$ cat src/design/mac_pkg.sv
// Constants and carrier types for the multiply-accumulate unit
// Overview of operation
// RULE1: Write E9h loads the Y operand
// RULE2: Read EAh returns product high byte
// RULE3: Read EBh returns product low byte
// RULE4: Read ECh returns accumulator bits 15:8
// RULE5: Write ECh loads X and accumulates
// RULE6: Read EDh returns accumulator bits 7:0
// RULE7: Write EDh loads Y and accumulates
// RULE8: Read EEh returns accumulator bits 31:24
// RULE9: Read EFh returns accumulator bits 23:16
// RULE10: Any write to EEh or EFh clears accumulator
// RULE11: Signed 8-bit operands, 16-bit product, 32-bit accumulator
// RULE12: Plain operand writes never touch the accumulator
// RULE13: X and Y shared by both functions
// RULE14: Processor waits one instruction before upper bytes
// RULE15: Accumulate wraps modulo two to thirty-two
// RULE16: Reset clears operands, product and accumulator
package mac_pkg;
	localparam int OPER_W = 8;
	localparam int PROD_W = 16;
	localparam int ACC_W = 32;
	localparam int BYTE_W = 8;
	localparam int IDX_BYTE0 = 0;
	localparam int IDX_BYTE1 = 1;
	localparam int IDX_BYTE2 = 2;
	localparam int IDX_BYTE3 = 3;
	localparam logic MAC_BANK = 1'b0;
	localparam logic [7:0] OFF_PRODUCT_X = 8'he8;
	localparam logic [7:0] OFF_PRODUCT_Y = 8'he9;
	localparam logic [7:0] OFF_PROD_HIGH = 8'hea;
	localparam logic [7:0] OFF_PROD_LOW = 8'heb;
	localparam logic [7:0] OFF_ACC1_MACX = 8'hec;
	localparam logic [7:0] OFF_ACC0_MACY = 8'hed;
	localparam logic [7:0] OFF_ACC3_CLRA = 8'hee;
	localparam logic [7:0] OFF_ACC2_CLRB = 8'hef;
	localparam logic [7:0] OPER_RESET = 8'h00;
	localparam logic [15:0] PROD_RESET = 16'h0000;
	localparam logic [31:0] ACC_RESET = 32'h0000_0000;
	localparam logic [7:0] RDATA_IDLE = 8'h00;

	// One access of the processor's internal register bus
	typedef struct packed {
		logic bank;
		logic [7:0] addr;
		logic wr;
		logic rd;
		logic [7:0] wdata;
	} mac_req_t;

	// Whole state of the unit
	typedef struct packed {
		logic [7:0] oper_x;
		logic [7:0] oper_y;
		logic [15:0] product;
		logic [31:0] accum;
		logic [7:0] rdata;
	} mac_state_t;
endpackage

$ cat src/design/mac_mult.sv
// Signed 8 by 8 multiplier
`timescale 1ns/100ps
module mac_mult
	import mac_pkg::*;
(
	// Operands
	input wire logic [OPER_W-1:0] op_a,
	input wire logic [OPER_W-1:0] op_b,
	// Result
	output logic [PROD_W-1:0] product
);
	always_comb
	begin
		product = PROD_W'($signed(op_a) * $signed(op_b)); // RULE11
	end
endmodule

$ cat src/design/mac_unit.sv
// Memory-mapped signed multiplier and multiply-accumulator
`timescale 1ns/100ps
module mac_unit
	import mac_pkg::*;
(
	// Clock and reset
	input wire logic clock,
	input wire logic reset,
	// Register bus request
	input wire mac_req_t req,
	// Register bus read data
	output logic [7:0] rdata
);
	mac_state_t st_r;
	mac_state_t st_nxt;
	logic [PROD_W-1:0] prod_nxt;
	logic [OPER_W-1:0] multiply_operand_x;
	logic [OPER_W-1:0] multiply_operand_y;
	logic [BYTE_W-1:0] acc_byte [ACC_W/BYTE_W];
	logic [BYTE_W-1:0] prod_byte [PROD_W/BYTE_W];

	function automatic logic hit(input mac_req_t r, input logic [7:0] off);
		hit = (r.bank == MAC_BANK) && (r.addr == off);
	endfunction

	logic wr_x_plain;
	logic wr_y_plain;
	logic wr_x_mac;
	logic wr_y_mac;
	logic wr_clear;

	assign wr_x_plain = req.wr && hit(req, OFF_PRODUCT_X);
	assign wr_y_plain = req.wr && hit(req, OFF_PRODUCT_Y);
	assign wr_x_mac = req.wr && hit(req, OFF_ACC1_MACX);
	assign wr_y_mac = req.wr && hit(req, OFF_ACC0_MACY);
	assign wr_clear = req.wr && (hit(req, OFF_ACC3_CLRA) || hit(req, OFF_ACC2_CLRB));

	// Multiplier sees the operand being written, so an accumulate uses the fresh value
	assign multiply_operand_x = (wr_x_plain || wr_x_mac) ? req.wdata : st_r.oper_x; // RULE13
	assign multiply_operand_y = (wr_y_plain || wr_y_mac) ? req.wdata : st_r.oper_y; // RULE13

	mac_mult mac_mult_inst
	(
		.op_a(multiply_operand_x),
		.op_b(multiply_operand_y),
		.product(prod_nxt)
	);

	// Byte views of the result registers for the read path
	for (genvar i = 0; i < ACC_W/BYTE_W; i++)
	begin : g_acc_byte
		assign acc_byte[i] = st_r.accum[i*BYTE_W +: BYTE_W];
	end
	for (genvar i = 0; i < PROD_W/BYTE_W; i++)
	begin : g_prod_byte
		assign prod_byte[i] = st_r.product[i*BYTE_W +: BYTE_W];
	end

	always_comb
	begin
		st_nxt = st_r;
		st_nxt.oper_x = multiply_operand_x; // RULE5
		st_nxt.oper_y = multiply_operand_y; // RULE1 RULE7
		st_nxt.product = prod_nxt; // RULE11
		if (wr_x_mac || wr_y_mac)
		begin
			// Plain wrap, no saturation: software sees the raw modulo sum
			st_nxt.accum = st_r.accum + {{(ACC_W-PROD_W){prod_nxt[PROD_W-1]}}, prod_nxt}; // RULE12 RULE15
		end
		else if (wr_clear)
		begin
			st_nxt.accum = ACC_RESET; // RULE10
		end
		if (req.rd)
		begin
			// Unmapped and write-only addresses read as zero
			st_nxt.rdata = RDATA_IDLE;
			if (req.bank == MAC_BANK)
			begin
				case (req.addr)
					OFF_PROD_HIGH:
					begin
						st_nxt.rdata = prod_byte[IDX_BYTE1]; // RULE2
					end
					OFF_PROD_LOW:
					begin
						st_nxt.rdata = prod_byte[IDX_BYTE0]; // RULE3
					end
					OFF_ACC1_MACX:
					begin
						st_nxt.rdata = acc_byte[IDX_BYTE1]; // RULE4
					end
					OFF_ACC0_MACY:
					begin
						st_nxt.rdata = acc_byte[IDX_BYTE0]; // RULE6
					end
					OFF_ACC3_CLRA:
					begin
						st_nxt.rdata = acc_byte[IDX_BYTE3]; // RULE8
					end
					OFF_ACC2_CLRB:
					begin
						st_nxt.rdata = acc_byte[IDX_BYTE2]; // RULE9
					end
					default:
					begin
						st_nxt.rdata = RDATA_IDLE;
					end
				endcase
			end
		end
	end

	// Accumulate completes in one edge, so the processor spacing is met with margin
	always_ff @(posedge clock or posedge reset)
	begin
		if (reset)
		begin
			st_r <= '{OPER_RESET, OPER_RESET, PROD_RESET, ACC_RESET, RDATA_IDLE}; // RULE16
		end
		else
		begin
			st_r <= st_nxt;
		end
	end

	assign rdata = st_r.rdata;

	logic signed [31:0] mac_inc_x;
	logic signed [31:0] mac_inc_y;
	assign mac_inc_x = 32'($signed(req.wdata) * $signed(st_r.oper_y));
	assign mac_inc_y = 32'($signed(st_r.oper_x) * $signed(req.wdata));

	y_load_a: assert property (@(posedge clock) disable iff (reset) // RULE1
		wr_y_plain |=> st_r.oper_y == $past(req.wdata))
		else $error("Y operand not loaded");

	prod_high_a: assert property (@(posedge clock) disable iff (reset) // RULE2
		req.rd && hit(req, OFF_PROD_HIGH) |=> rdata == $past(prod_byte[IDX_BYTE1]))
		else $error("Product high byte wrong");

	prod_low_a: assert property (@(posedge clock) disable iff (reset) // RULE3
		req.rd && hit(req, OFF_PROD_LOW) |=> rdata == $past(prod_byte[IDX_BYTE0]))
		else $error("Product low byte wrong");

	acc_byte1_a: assert property (@(posedge clock) disable iff (reset) // RULE4
		req.rd && hit(req, OFF_ACC1_MACX) |=> rdata == $past(acc_byte[IDX_BYTE1]))
		else $error("Accumulator byte 1 wrong");

	accumulate_operand_x_a: assert property (@(posedge clock) disable iff (reset) // RULE5
		wr_x_mac |=> st_r.oper_x == $past(req.wdata) && st_r.accum == $past(st_r.accum) + $past(mac_inc_x))
		else $error("Accumulate on X wrong");

	acc_byte0_a: assert property (@(posedge clock) disable iff (reset) // RULE6
		req.rd && hit(req, OFF_ACC0_MACY) |=> rdata == $past(acc_byte[IDX_BYTE0]))
		else $error("Accumulator byte 0 wrong");

	accumulate_operand_y_a: assert property (@(posedge clock) disable iff (reset) // RULE7
		wr_y_mac |=> st_r.oper_y == $past(req.wdata) && st_r.accum == $past(st_r.accum) + $past(mac_inc_y))
		else $error("Accumulate on Y wrong");

	acc_byte3_a: assert property (@(posedge clock) disable iff (reset) // RULE8
		req.rd && hit(req, OFF_ACC3_CLRA) |=> rdata == $past(acc_byte[IDX_BYTE3]))
		else $error("Accumulator byte 3 wrong");

	acc_byte2_a: assert property (@(posedge clock) disable iff (reset) // RULE9
		req.rd && hit(req, OFF_ACC2_CLRB) |=> rdata == $past(acc_byte[IDX_BYTE2]))
		else $error("Accumulator byte 2 wrong");

	acc_clear_a: assert property (@(posedge clock) disable iff (reset) // RULE10
		wr_clear |=> st_r.accum == ACC_RESET)
		else $error("Accumulator not cleared");

	// A request for the other bank must leave every operand and the sum alone
	bank_refuse_a: assert property (@(posedge clock) disable iff (reset) // RULE10
		req.bank != MAC_BANK |=> st_r.oper_x == $past(st_r.oper_x) && st_r.oper_y == $past(st_r.oper_y)
			&& $stable(st_r.accum))
		else $error("Other bank changed state");

	prod_value_a: assert property (@(posedge clock) disable iff (reset) // RULE11
		st_r.product == PROD_W'($signed(st_r.oper_x) * $signed(st_r.oper_y)))
		else $error("Product mismatch");

	plain_keep_a: assert property (@(posedge clock) disable iff (reset) // RULE12
		wr_x_plain || wr_y_plain |=> $stable(st_r.accum))
		else $error("Plain write changed accumulator");

	acc_keep_a: assert property (@(posedge clock) disable iff (reset) // RULE12
		!(wr_x_mac || wr_y_mac || wr_clear) |=> $stable(st_r.accum))
		else $error("Accumulator moved without a trigger");

	shared_x_a: assert property (@(posedge clock) disable iff (reset) // RULE13
		wr_x_plain |=> st_r.oper_x == $past(req.wdata)
			&& st_r.product == PROD_W'($signed($past(req.wdata)) * $signed(st_r.oper_y)))
		else $error("X not shared");

	shared_y_a: assert property (@(posedge clock) disable iff (reset) // RULE13
		wr_y_mac |=> st_r.product == PROD_W'($signed(st_r.oper_x) * $signed($past(req.wdata))))
		else $error("Y not shared");

	// Write-only and unmapped slots must not leak stale result bytes
	idle_read_a: assert property (@(posedge clock) disable iff (reset) // RULE1
		req.rd && !(req.bank == MAC_BANK && req.addr >= OFF_PROD_HIGH && req.addr <= OFF_ACC2_CLRB)
			|=> rdata == RDATA_IDLE)
		else $error("Idle read not zero");

	rdata_hold_a: assert property (@(posedge clock) disable iff (reset) // RULE2
		!req.rd |=> $stable(rdata))
		else $error("Read data changed without a read");

	reset_zero_a: assert property (@(posedge clock) // RULE16
		$fell(reset) |-> st_r.accum == ACC_RESET && st_r.oper_x == OPER_RESET && st_r.oper_y == OPER_RESET
			&& st_r.product == PROD_RESET && rdata == RDATA_IDLE)
		else $error("State not cleared at reset");

	mac_run_c: cover property (@(posedge clock) disable iff (reset) wr_x_mac ##[2:4] wr_y_mac);
	clear_c: cover property (@(posedge clock) disable iff (reset) wr_clear ##[1:8] (wr_x_mac || wr_y_mac));
	wrap_c: cover property (@(posedge clock) disable iff (reset)
		(wr_x_mac || wr_y_mac) ##1 st_r.accum[ACC_W-1] != $past(st_r.accum[ACC_W-1]));
	refuse_c: cover property (@(posedge clock) disable iff (reset) req.wr && req.bank != MAC_BANK);
	upper_read_c: cover property (@(posedge clock) disable iff (reset) wr_y_mac ##3 (req.rd && hit(req, OFF_ACC3_CLRA)));
endmodule

$ cat config.mk
export PLATFORM = sky130hd
export DESIGN_NAME = mac_unit
export DESIGN_NICKNAME = d
export VERILOG_FILES = /design/src/design/mac_pkg.sv /design/src/design/mac_mult.sv /design/src/design/mac_unit.sv
export SDC_FILE = /design/constraint.sdc
export NUM_CORES = 1
export LEC_CHECK = 0
export BUFFER_PORTS_ARGS = -buffer_cell sky130_fd_sc_hd__buf_2
export CORE_MARGIN = 10
export CORE_UTILIZATION = 55
export DETAILED_ROUTE_END_ITERATION = 6
export HOLD_SLACK_MARGIN = 0.08
export PLACE_DENSITY = 0.74
export SETUP_SLACK_MARGIN = 0.1
export SYNTH_ARGS = -nofsm -noshare
export SYNTH_HDL_FRONTEND = slang
export SYNTH_HIERARCHICAL = 1
export SYNTH_SLANG_ARGS = --single-unit
$ cat constraint.sdc
create_clock -name clock -period 8.5 [get_ports clock]
set_clock_uncertainty 0.05 [all_clocks]
set_input_delay 1.7 -clock clock [delete_from_list [all_inputs] [get_ports clock]]
set_output_delay 1.7 -clock clock [all_outputs]
set_load 0.02 [all_outputs]
After elaboration in Yosys (flattened, before gate mapping)
Cells that the tools add are included.
- bits in registers: 72
- input port bits: 21
- output and inout bits: 8
- logic and storage cells: 38
- add/subtract/negate cells: 1
- $mul: 1
- equal/unequal tests: 8
- mux-type cells: 6
- bitwise operators: 1
- reduce and logical (&&, ||, !) cells: 16
- operators with widths (cell ; number):
    equality test 8 bit (second input constant) ; 8
    2-to-1 mux 32 bit ; 2
    one-hot mux 8 bit (6 select lines) ; 1
    adder 32 bit ; 1
    2-to-1 mux 8 bit ; 3
    multiplier 8 x 8 -> 16 bit ; 1
    logical AND 1 bit ; 11
    logical OR 1 bit ; 4
    nonzero test 2 bit ; 1
    inverter 1 bit ; 1

Longest topological paths before layout
Gate-level depths: netlist of run 1.
- depth after elaboration: 8
- depth in mapped cells: 33
- mapped depth without buffers: 32

Modules after synthesis
Netlist of run 1, hierarchy kept.
- modules (own cells, without submodules) (module ; times used ; cells an instance ; area an instance (um2) ; sequential area each (um2)):
    mac_unit ; 1 ; 431 ; 4519.3 ; 1801.7
    mac_mult ; 1 ; 289 ; 2532.4 ; 0.0

Worst setup path before layout of run 1
Ideal clock, no wire load.
- path kind: input to register
- start point: in req[15] (netlist name)
- end point: reg st_r, in the netlist acc_byte[7]
- library setup time: 0.126 ns
- data arrival time: 9.205 ns
- required time: 8.324 ns
- setup slack: -0.881 ns
- cell stages on the path: 31
- path buffers: 1
- path through: nor2b_1 nand4_1 nor4b_1 nand2_1 mux2_2 and2_1 fa_1 inv_1 fa_1 inv_1 fa_1 inv_1 fa_1 inv_1 ha_1 a21o_1 a21oi_2 a211o_1 a21oi_1 xnor2_1 ha_1 clkbuf_1 a211oi_1 nor2_1 nor4_1 o41a_1 a21oi_2 o221ai_2 xnor2_2 nor3b_1 a221o_1
- longest elaborated chain between the ends: 8
- elaborated cells on any way between the ends: 27
- classes of those cells: 1 x add/sub; 1 x mul; 6 x eq/ne; 3 x mux; 16 x reduce/logical
- RTL lines (element ; line ; RTL):
    start: declaration ; mac_unit.sv:10 ; input wire mac_req_t req,
    equality test 8 bit ; mac_unit.sv:23 ; hit = (r.bank == MAC_BANK) && (r.addr == off);
    logical AND 1 bit ; mac_unit.sv:23 ;
    logical AND 1 bit, on equally long branches ; mac_unit.sv:33, mac_unit.sv:35 ;
    logical OR 1 bit * ; mac_unit.sv:40 ; assign multiply_operand_y = (wr_y_plain || wr_y_mac) ? req.wdata : st_r.oper_y;
    2-to-1 mux 8 bit * ; mac_unit.sv:40 ;
    net multiply_operand_y[4] ; mac_unit.sv:18 ; logic [OPER_W-1:0] multiply_operand_y;
    multiplier 8 x 8 -> 16 bit * ; mac_mult.sv:14 ; product = PROD_W'($signed(op_a) * $signed(op_b));
    net prod_nxt[15] ; mac_unit.sv:16 ; logic [PROD_W-1:0] prod_nxt;
    adder 32 bit * ; mac_unit.sv:68 ; st_nxt.accum = st_r.accum + {{(ACC_W-PROD_W){prod_nxt[PROD_W-1]}}, prod_nxt};
    2-to-1 mux 32 bit * ; mac_unit.sv:65 ; if (wr_x_mac || wr_y_mac)
    end signal: assignment ; mac_unit.sv:119 ; st_r <= '{OPER_RESET, OPER_RESET, PROD_RESET, ACC_RESET, RDATA_IDLE};
    end signal: assignment ; mac_unit.sv:123 ; st_r <= st_nxt;
    end: declaration ; mac_unit.sv:14 ; mac_state_t st_r;
Mark *: on every way through the listed nets, which the timed path passes. The rest lies on a longest branch.
A chain may end at the register's enable or synchronous reset.

Worst setup path in the final report of run 1
- start point: in req[14] (netlist name)
- end point: reg st_r, in the netlist acc_byte[7]
- longest elaborated chain between the ends: 8
- elaborated cells on any way between the ends: 27
- classes of those cells: 1 x add/sub; 1 x mul; 6 x eq/ne; 3 x mux; 16 x reduce/logical
- RTL lines (element ; line ; RTL):
    equality test 8 bit ; mac_unit.sv:23 ;
    logical AND 1 bit ; mac_unit.sv:23 ;
    logical AND 1 bit, on equally long branches ; mac_unit.sv:32, mac_unit.sv:34 ;
    logical OR 1 bit * ; mac_unit.sv:39 ; assign multiply_operand_x = (wr_x_plain || wr_x_mac) ? req.wdata : st_r.oper_x;
    2-to-1 mux 8 bit * ; mac_unit.sv:39 ;
    net multiply_operand_x[5] ; mac_unit.sv:17 ; logic [OPER_W-1:0] multiply_operand_x;
    multiplier 8 x 8 -> 16 bit * ; mac_mult.sv:14 ;
    net prod_nxt[15] ; mac_unit.sv:16 ;
    adder 32 bit * ; mac_unit.sv:68 ;
    2-to-1 mux 32 bit * ; mac_unit.sv:65 ;
Marks and branches as above.

==> flow_metrics.tcl, run 1 <==
set metrics [dict create \
    power-per-cell-area_mw_per_mm2 104 \
    setup.worst_path.end_class "flip-flop" \
    cp_common_cell "sky130_fd_sc_hd__fa_1" \
    buffers_on_ports 28 \
    iter_0_drt_violations 496 \
    clkSinkCount 72 \
    cp_slowest_stage_delay_ns 0.54 \
    grt_first_pass_wirelength_um 30800 \
    final_max_slew_viol_count 0 \
    synth_top_area_cells "sky130_fd_sc_hd__dfrtp_1, sky130_fd_sc_hd__fa_1, sky130_fd_sc_hd__ha_1" \
    cell_internal_power_mw 0.701 \
    synth-seq-cells 72 \
    antenna_violating_nets_post_route 0 \
    distinct_cell_type_count_of_the_synthesized_netlist 68 \
    number_of_buffers_created_by_cts 9 \
    multiInputGateArea_mm2 0.00528 \
    synth-edff-count 0 \
    count_of_synthesis_stage_warnings_from_yosys 6 \
    outcome "finished clean" \
    setup_viol 0 \
    vias 6024 \
    maxCapViolCount 0 \
    grt_overflow 0 \
    die_h_um 133 \
    min_delay_path_depth 2 \
    drt_drc_violations_left 0 \
    achievable-frequency_ghz 0.118 \
    grt_antenna_before_repair 0 \
    synth_top_cell_area_share_pct 25.6 \
    sequential_cell_area_mm2 0.00180 \
    clkTransAtPathRegs_ns 0.07 \
    final.hold.worst_slack_ns 0.483 \
    setup.worst_path.start "req[14]" \
    synth.yosys.seq_area_share_pct 25.6 \
    setup.worst_path.start_class "input pin" \
    drt_pre_antenna_iters 5 \
    library_cell_occupying_the_most_area_in_the_post_synthesis_netlist "sky130_fd_sc_hd__dfrtp_1" \
    finish.utilization_pct 73.3 \
    synth_most_common_cell "sky130_fd_sc_hd__inv_1" \
    floorplan_row_count 41 \
    wire_per_inst_um 18.6 \
    globalRouteTotalUtil_pct 20.9 \
    rsz_0062_raised_after_global_routing "true" \
    worst_hold_path_type "reg2reg" \
    postLayoutSetupSlackWorst_ns 0.0138 \
    grt_start_max_net_pins 73 \
    min_period_over_period_pct 99.8 \
    fillerInstances 853 \
    power_frac_comb_pct 19.0 \
    post_route_minimum_period_ns 8.49 \
    floorplan.initialDensity_pct 56.1 \
    viasPerCell 5.78 \
    worstPathRequired_ns 8.67 \
    cpLargestDelayFamily "adder cells" \
    worst_r2r_path_depth 27 \
    total_power_mw 0.961 \
    cp.buffers_inverters 7 \
    worst_r2r_endpoint "acc_byte[7]$_DFFE_PP0P_" \
    sw_ratio_pct 27.1 \
    max-slew-margin-rel_pct 39.6 \
    hold_viol_final 0 \
    p_sw_mw 0.260 \
    fp.dieArea_mm2 0.0178 \
    crit-reg2reg-launch "st_r[69]$_DFF_PP0_" \
    cts_tree "done" \
    syn-instance-count 720 \
    r2r_slack_ns 2.00 \
    synth_flop_cell "sky130_fd_sc_hd__dfrtp_1" \
    ir_drop_v 0.000102 \
    cts_max_path_buffers 2 \
    clockRootBuffer "sky130_fd_sc_hd__clkbuf_16" \
    syn_nets 857 \
    synth.top_cells.by_count "sky130_fd_sc_hd__inv_1, sky130_fd_sc_hd__dfrtp_1, sky130_fd_sc_hd__ha_1" \
    clock_tree.htree_level_count 3 \
    leakagePower_nw 4.61 \
    width_of_the_chip_um 133 \
    core-area_mm2 0.0126 \
    io-pin-count 29 \
    diodes 0 \
    timing.setup.critical_path_class "in2reg" \
    crit_arrival_ns 8.66 \
    critical-path-slowest-cell "sky130_fd_sc_hd__fa_1" \
    hold_end "acc_byte[28]$_DFFE_PP0P_" \
    crit_path_max_fanout 8 \
    wirelength_um 19400 \
    first_global_vias 6381 \
    clk-insertion-delay-late_ns 0.34 \
    place.detailed.hpwl_um 14400 \
    pre_cts_ws_ns -0.559 \
    post_synth_instance_area_mm2 0.00705 \
    finish.net_count 1002 \
    post_synth.cell_area_avg_um2 9.79 \
    drive_above_1_share_pct 33.4 \
    clock_power_share_pct 43.9 \
    setup_tns_ns 0 \
    syn_to_final_growth_pct 30.6 \
    cp_num_cells 33 \
    postSynth.asyncResetShare_pct 100 \
    tightestPinTransition_ns 0.905 \
    hold_start "acc_byte[28]$_DFFE_PP0P_" \
    sequential_power_share_pct 37.1 \
    place.gp.congestion 0.922 \
]
-- kinds of logic (layout without fill, tap and decap cells) --
family	Yosys count	after routing	share of synthesized area [%]
buffers and inverters	128	278	7.27
XOR/XNOR	42	42	5.32
multiplexers	25	25	5.27
adder cells (fa/ha/maj)	116	116	26.5
flip-flops	72	72	25.6
AO/OA/AOI/OAI	159	159	16.0
AND/OR/NAND/NOR	178	178	14.0
-- area by class of cell --
cell class | instances | share of cell area [%]
multi-input cells | 520 | 57.4
flip-flops and latches | 72 | 19.6
repair buffers | 163 | 13.1
inverters | 99 | 4.04
clock buffers | 9 | 2.45
well taps | 172 | 2.34
clock inverters | 7 | 1.11
-- registers in the layout, indices dropped and copies added (netlist names) --
| name | flops |
|---|---|
| st_r | 16 |
| rdata | 8 |
| acc_byte | 32 |
| prod_byte | 16 |
-- power by group through the flow --
stage | sequential [mW] | clock, mW | combinational [mW]
after floorplan | 0.360 | 0 | 0.0943
after global placement | 0.362 | 0 | 0.154
after detailed placement | 0.363 | 0 | 0.159
after CTS | 0.356 | 0.423 | 0.169
after global routing | 0.357 | 0.436 | 0.199
final | 0.357 | 0.422 | 0.183
-- metal layers --
| layer | GRT usage, % | vias to the layer above | share of wire [%] |
|---|---|---|---|
| met5 | 0 | - | 0 |
| met4 | 7.50 | 0 | 2.8 |
| met3 | 2.03 | 42 | 3.0 |
| met2 | 39.8 | 174 | 55 |
| met1 | 23.6 | 3041 | 39 |
| li1 | - | 2767 | - |
-- how the worst max path moves through the flow --
| stage | to | slack, ns |
|---|---|---|
| after floorplan | acc_byte[7]$_DFFE_PP0P_ | 0.10 |
| after global placement | acc_byte[4]$_DFFE_PP0P_ | -0.43 |
| after detailed placement | acc_byte[4]$_DFFE_PP0P_ | -0.56 |
| after CTS | acc_byte[7]$_DFFE_PP0P_ | 0.10 |
| after global routing | acc_byte[7]$_DFFE_PP0P_ | -0.25 |
| final | acc_byte[7]$_DFFE_PP0P_ | 0.01 |
-- worst reg2reg max path: cells and delay by family, from the launching register on --
family / cells / cell delay, ns
AOI/OAI and AO/OA: 8 / 1.52
xor gates and xnor gates: 2 / 0.29
adders and majority gates: 6 / 2.69
buffers and inverters: 5 / 0.38
DFF: 1 / 0.36
muxes: 1 / 0.30
and+or+nand+nor: 5 / 0.82
-- per-stage QoR --
step	instances	area, um^2
2_1_floorplan	720	7230
3_3_place_gp	1008	8300
3_5_place_dp	1008	8300
4_1_cts	1029	8840
5_1_grt	1042	9210
6_report	1042	9210
-- repair_timing --
action / in CTS / in global routing
hold endpoints to repair: 0 / 0
buffers inserted: 5 / 13
endpoints found under the setup margin: 10 / 16
hold buffers: 0 / 0
pin swaps: 22 / 39
gates resized for setup: 28 / 48
-- cell usage in the layout (no fill, tap or decap), drive strengths merged, types with 8 or more instances in the layout --
| cell | netlist | routed |
|---|---|---|
| buf | 12 | 163 |
| inv | 99 | 101 |
| dfrtp | 72 | 72 |
| ha | 60 | 60 |
| fa | 56 | 56 |
| and2 | 47 | 47 |
| nand2 | 43 | 43 |
| a21oi | 40 | 40 |
| xnor2 | 26 | 26 |
| nor2 | 25 | 25 |
| a22o | 24 | 24 |
| o21ai | 24 | 24 |
| mux2 | 17 | 17 |
| xor2 | 16 | 16 |
| a21o | 14 | 14 |
| nor2b | 12 | 12 |
| and3 | 10 | 10 |
| clkbuf | 17 | 9 |
| mux4 | 8 | 8 |
| a221oi | 8 | 8 |
| o22ai | 8 | 8 |
| nor3 | 8 | 8 |
Note: power is estimated with default switching activity, not from simulation.
==> run 2, diff against run 1 <==
--- a/config.mk
+++ b/config.mk
@@ -6,12 +6,12 @@
 export NUM_CORES = 1
 export LEC_CHECK = 0
 export BUFFER_PORTS_ARGS = -buffer_cell sky130_fd_sc_hd__buf_2
-export CORE_MARGIN = 10
+export CORE_MARGIN = 5
 export CORE_UTILIZATION = 55
+export CTS_BUF_LIST = sky130_fd_sc_hd__clkbuf_8
 export DETAILED_ROUTE_END_ITERATION = 6
 export HOLD_SLACK_MARGIN = 0.08
 export PLACE_DENSITY = 0.74
-export SETUP_SLACK_MARGIN = 0.1
 export SYNTH_ARGS = -nofsm -noshare
 export SYNTH_HDL_FRONTEND = slang
 export SYNTH_HIERARCHICAL = 1
==> run 2 against run 1 <==
The run now ends with setup timing left. Core utilization fell by 0.45 points. Critical path depth increased by 1. Design area decreased by 0.20%. Critical path type unchanged. Routed wire length is 0.70% lower. Highest routed layer unchanged. Maximum frequency down 2.2%. Die area fell by 14%. Clock-buffer cell count unchanged.
==> flow_metrics.tcl, run 2 (synthesized netlist as in run 1, its figures left out) <==
set metrics [dict create \
    outcome "finished, violations left" \
    violations "setup timing" \
    drt_pre_antenna_iters 5 \
    crit_arrival_ns 8.88 \
    crit_path_max_fanout 8 \
    sequential_cell_area_mm2 0.00180 \
    finish.net_count 1013 \
    globalRouteTotalUtil_pct 25.0 \
    iter_0_drt_violations 522 \
    total_power_mw 0.794 \
    vias 5973 \
    timing.setup.critical_path_class "in2reg" \
    drive_above_1_share_pct 35.3 \
    wirelength_um 19200 \
    mostFrequentLayoutCells "sky130_fd_sc_hd__buf_4, sky130_fd_sc_hd__inv_1, sky130_fd_sc_hd__dfrtp_1" \
    layoutNonFillerInstCount 1053 \
    setup.worst_path.start "req[14]" \
    clkTransAtPathRegs_ns 0.08 \
    largest_register_ffs 32 \
    final_max_slew_viol_count 0 \
    min_period_over_period_pct 102 \
    antenna_violating_nets_post_route 0 \
    fillerInstances 861 \
    final_common_cell "sky130_fd_sc_hd__buf_4" \
    critical-path-slowest-cell "sky130_fd_sc_hd__fa_1" \
    place.gp.congestion 0.902 \
    ir_drop_v 0.0000625 \
    worst_r2r_endpoint "acc_byte[7]$_DFFE_PP0P_" \
    first_global_vias 6294 \
    die_h_um 123 \
    cts_hold_buf 0 \
    floorplan.initialDensity_pct 55.9 \
    hold_viol_final 0 \
    power-per-cell-area_mw_per_mm2 86.4 \
    max-slew-margin-rel_pct 39.9 \
    width_of_the_chip_um 123 \
    floorplan_row_count 41 \
    dp_cells 1012 \
    syn_to_final_growth_pct 30.3 \
    place.detailed.hpwl_um 14100 \
    cp_common_cell "sky130_fd_sc_hd__fa_1" \
    cts_max_path_buffers 2 \
    crit-reg2reg-launch "st_r[60]$_DFF_PP0_" \
    grt_overflow 0 \
    final.hold.worst_slack_ns 0.473 \
    drt_drc_violations_left 0 \
    io-pin-count 29 \
    grt_start_max_net_pins 73 \
    grt_antenna_before_repair 0 \
    worst_r2r_path_depth 27 \
    core-area_mm2 0.0126 \
    fp.dieArea_mm2 0.0152 \
    tightestPinTransition_ns 0.902 \
    worstPathRequired_ns 8.70 \
    worst_hold_path_type "reg2reg" \
    maxCapViolCount 0 \
    cp_slowest_stage_delay_ns 0.60 \
    viasPerCell 5.67 \
    leakagePower_nw 4.67 \
    multiInputGateArea_mm2 0.00532 \
    achievable-frequency_ghz 0.115 \
    post_route_minimum_period_ns 8.68 \
    diodes 0 \
    postLayoutSetupSlackWorst_ns -0.178 \
    min_delay_path_depth 2 \
    clockRootBuffer "sky130_fd_sc_hd__clkbuf_8" \
    buffers_on_ports 28 \
    setup_viol 5 \
    worst_setup_path_endpoint "acc_byte[7]$_DFFE_PP0P_" \
    setup.worst_path.end_class "flip-flop" \
    wire_per_inst_um 18.3 \
    rsz_0062_raised_after_global_routing "true" \
    setup.worst_path.start_class "input pin" \
    r2r_slack_ns 1.84 \
    number_of_buffers_created_by_cts 9 \
    clkSinkCount 72 \
    clk-insertion-delay-late_ns 0.37 \
    grt_first_pass_wirelength_um 29900 \
    clock_tree.htree_level_count 3 \
    cts_tree "done" \
]
## run 2: cell types whose count changed in the layout (fill, tap and decap cells not counted), moves of 6 or more
cell | previous run | this run
sky130_fd_sc_hd__buf_4 | 128 | 135
sky130_fd_sc_hd__clkbuf_16 | 9 | 0
sky130_fd_sc_hd__clkbuf_8 | 0 | 9
sky130_fd_sc_hd__ha_1 | 41 | 47
## run 2: metal layers
| metal | vias to the layer above | routed length (um) | track usage [%] |
|---|---|---|---|
| met3 | 58 | 604 | 4.03 |
| met5 | - | 0 | 0 |
| met1 | 2959 | 7460 | 28.7 |
| met4 | 0 | 777 | 11.6 |
| met2 | 164 | 10400 | 45.6 |
| li1 | 2792 | - | - |
## run 2: stage by stage
| stage | cell area (um^2) | utilization (%) | setup TNS, ns | setup WS [ns] |
|---|---|---|---|---|
| finish | 9190 | 72.8 | -0.455 | -0.178 |
| CTS | 8670 | 68.7 | 0 | 0.000933 |
| floorplan | 7170 | - | 0 | 0.00733 |
| global route | 9190 | 72.8 | -4.06 | -0.501 |
| detailed placement | 8270 | 65.6 | -6.37 | -0.603 |
| global placement | 8270 | 65.6 | -4.39 | -0.505 |
## run 2: worst min-delay path by stage
stage,startpoint,end,slack [ns]
floorplan,acc_byte[27]$_DFFE_PP0P_,acc_byte[27]$_DFFE_PP0P_,0.41
global placement,acc_byte[28]$_DFFE_PP0P_,acc_byte[28]$_DFFE_PP0P_,0.44
detailed placement,acc_byte[28]$_DFFE_PP0P_,acc_byte[28]$_DFFE_PP0P_,0.45
CTS,acc_byte[28]$_DFFE_PP0P_,acc_byte[28]$_DFFE_PP0P_,0.47
global route,acc_byte[27]$_DFFE_PP0P_,acc_byte[27]$_DFFE_PP0P_,0.51
finish,acc_byte[28]$_DFFE_PP0P_,acc_byte[28]$_DFFE_PP0P_,0.47
## run 2: timing repair
item / in CTS / in global routing
buffers inserted: 7 / 22
resized for setup: 34 / 76
pin swaps: 27 / 72
setup endpoints to repair: 9 / 19
## run 2: final cells by class
class	count	share of cell area, %
multi-input combinational	520	57.8
sequential	72	19.6
timing repair buffer	174	14.3
inverter	99	4.04
tap	172	2.34
clock buffer	9	1.35
clock inverter	7	0.504
## run 2: where the power goes
group | switching [mW] | total [mW] | leakage, nW | internal, mW
clock network | 0.144 | 0.250 | 0.0872 | 0.106
logic | 0.0960 | 0.187 | 3.59 | 0.0913
registers | 0.00514 | 0.356 | 0.995 | 0.351
total | 0.245 | 0.794 | 4.67 | 0.548
## run 2: critical path, delay by kind of cell
kind,cells,cell delay (ns)
XOR/XNOR,2,0.31
buffers and inverters,9,0.94
AO/OA/AOI/OAI,6,1.25
AND/OR/NAND/NOR,10,1.53
adder cells (fa/ha/maj),6,2.78
multiplexers,1,0.34
==> run 3, diff against run 2 <==
--- a/config.mk
+++ b/config.mk
@@ -6,6 +6,7 @@
 export NUM_CORES = 1
 export LEC_CHECK = 0
 export BUFFER_PORTS_ARGS = -buffer_cell sky130_fd_sc_hd__buf_2
+export CORE_ASPECT_RATIO = 1.5
 export CORE_MARGIN = 5
 export CORE_UTILIZATION = 55
 export CTS_BUF_LIST = sky130_fd_sc_hd__clkbuf_8
==> run 3 against run 2 <==
The flow now finishes without violations. Clock-buffer cell count stayed put. Via count is 2.6% higher. Sequential power hardly changed. Critical endpoint unchanged.
==> flow_metrics.tcl, run 3 (synthesized netlist as in run 1, its figures left out) <==
set metrics [dict create \
    achievable-frequency_ghz 0.118 \
    io-pin-count 29 \
    clkSinkCount 72 \
    globalRouteTotalUtil_pct 26.0 \
    first_global_vias 6628 \
    largest_register_ffs 32 \
    fp.dieArea_mm2 0.0152 \
    multiInputGateArea_mm2 0.00544 \
    cts_hold_buf 0 \
    worstPathRequired_ns 8.71 \
    grt_antenna_before_repair 0 \
    cp_common_cell "sky130_fd_sc_hd__inv_1" \
    clock_tree.htree_level_count 3 \
    floorplan.initialDensity_pct 56.4 \
    number_of_buffers_created_by_cts 9 \
    outcome "finished clean" \
    place.gp.congestion 0.917 \
    clockRootBuffer "sky130_fd_sc_hd__clkbuf_8" \
    drt_pre_antenna_iters 5 \
    clk-insertion-delay-late_ns 0.37 \
    width_of_the_chip_um 102 \
    grt_overflow 0 \
    setup.worst_path.start_class "input pin" \
    power-per-cell-area_mw_per_mm2 94.8 \
    cpLargestDelayFamily "adder cells" \
    worst_hold_path_type "reg2reg" \
    final.hold.worst_slack_ns 0.483 \
    layoutNonFillerInstCount 1035 \
    crit_arrival_ns 8.67 \
    viasPerCell 5.92 \
    fillerInstances 798 \
    max-slew-margin-rel_pct 15.4 \
    sequential_cell_area_mm2 0.00180 \
    mostFrequentLayoutCells "sky130_fd_sc_hd__buf_4, sky130_fd_sc_hd__inv_1, sky130_fd_sc_hd__dfrtp_1" \
    drive_above_1_share_pct 37.1 \
    min_period_over_period_pct 99.5 \
    leakagePower_nw 4.68 \
    cp_slowest_stage_delay_ns 0.49 \
    final_max_slew_viol_count 0 \
    iter_0_drt_violations 345 \
    dp_cells 999 \
    core-area_mm2 0.0125 \
    vias 6130 \
    diodes 0 \
    wire_per_inst_um 20.0 \
    critical-path-slowest-cell "sky130_fd_sc_hd__fa_1" \
    hold_viol_final 0 \
    cp.buffers_inverters 9 \
    maxCapViolCount 0 \
    buffers_on_ports 28 \
    grt_first_pass_wirelength_um 31200 \
    wirelength_um 20700 \
    rsz_0062_raised_after_global_routing "true" \
    syn_to_final_growth_pct 32.3 \
    final_common_cell "sky130_fd_sc_hd__buf_4" \
    setup.worst_path.end_class "flip-flop" \
    timing.setup.critical_path_class "in2reg" \
    crit_path_max_fanout 8 \
    grt_start_max_net_pins 73 \
    finish.utilization_pct 74.6 \
    cts_max_path_buffers 2 \
    cts_tree "done" \
    finish.net_count 1012 \
    total_power_mw 0.884 \
    ir_drop_v 0.0000571 \
    antenna_violating_nets_post_route 0 \
    setup_viol 0 \
    setup_tns_ns 0 \
    place.detailed.hpwl_um 14800 \
    clkTransAtPathRegs_ns 0.08 \
    tightestPinTransition_ns 1.25 \
    post_route_minimum_period_ns 8.46 \
    die_h_um 149 \
    floorplan_row_count 50 \
    drt_drc_violations_left 0 \
]
-- run 3: cell types whose count changed in the layout (fill, tap and decap cells not counted), moves of 4 or more --
cell / delta
sky130_fd_sc_hd__ha_1: -11
sky130_fd_sc_hd__ha_4: +9
sky130_fd_sc_hd__inv_1: -5
sky130_fd_sc_hd__inv_2: +5
sky130_fd_sc_hd__nor2b_1: -4
sky130_fd_sc_hd__nor2b_2: +4
-- run 3: path summary, 6_finish.rpt --
check / slack [ns] / start / cells after the start / endpoint
worst max-delay path: 0.04 / req[14] / 36 / acc_byte[7]$_DFFE_PP0P_
worst min-delay path: 0.48 / rdata[6]$_DFFE_PP0P_ / 2 / rdata[6]$_DFFE_PP0P_
worst max register to register: 2.03 / st_r[57]$_DFF_PP0_ / 29 / acc_byte[7]$_DFFE_PP0P_
worst min register to register: 0.48 / rdata[6]$_DFFE_PP0P_ / 2 / rdata[6]$_DFFE_PP0P_
max in group asynchronous: 6.26 / reset / 3 / acc_byte[10]$_DFFE_PP0P_
min in group asynchronous: 1.55 / reset / 3 / st_r[63]$_DFF_PP0_
-- run 3: timing repair --
| action | 4_1_cts | 5_1_grt |
|---|---|---|
| gates resized for setup | 13 | 116 |
| pin swaps | 12 | 87 |
| cloned | 1 | 0 |
| setup endpoints to repair | 7 | 16 |
| buffers inserted | 5 | 16 |
-- run 3: final cells by class --
| type | count | share of cell area [%] |
|---|---|---|
| Multi-Input combinational cell | 521 | 58.3 |
| Sequential cell | 72 | 19.3 |
| Timing Repair Buffer | 172 | 13.9 |
| Inverter | 99 | 3.98 |
| Tap cell | 156 | 2.09 |
| Clock buffer | 9 | 1.33 |
| Clock inverter | 6 | 1.18 |
-- run 3: worst reg2reg max path, delay by kind of cell, from the launching register on --
kind                     cells  cell delay, ns
AO/OA/AOI/OAI                6            1.14
flip-flops                   1            0.39
adder cells (fa/ha/maj)      7            2.37
AND/OR/NAND/NOR              7            1.33
XOR/XNOR                     2            0.31
multiplexers                 1            0.30
buffers and inverters        6            0.46
-- run 3: metal layers --
| metal | up-vias | wire length, um | share of wire (%) | GRT usage [%] |
|---|---|---|---|---|
| met5 | - | 0 | 0 | 0 |
| met4 | 0 | 1170 | 5.7 | 14.1 |
| met3 | 87 | 667 | 3.2 | 3.47 |
| met2 | 215 | 11700 | 56 | 48.8 |
| met1 | 3045 | 7180 | 35 | 27.0 |
| li1 | 2783 | - | - | - |
-- run 3: through the flow --
stage | worst slack (ns) | area (um^2)
floorplan | 0.00733 | 7170
global placement | -0.389 | 8280
detailed placement | -0.545 | 8280
CTS | 0.00276 | 8660
global route | -0.257 | 9330
finish | 0.0401 | 9330
-- run 3: power by group --
part           switching, mW  leakage [nW]  internal (mW)  total [mW]
sequential           0.00510         0.995          0.351       0.356
clock                  0.142         0.117          0.193       0.335
combinational          0.100          3.56         0.0934       0.193
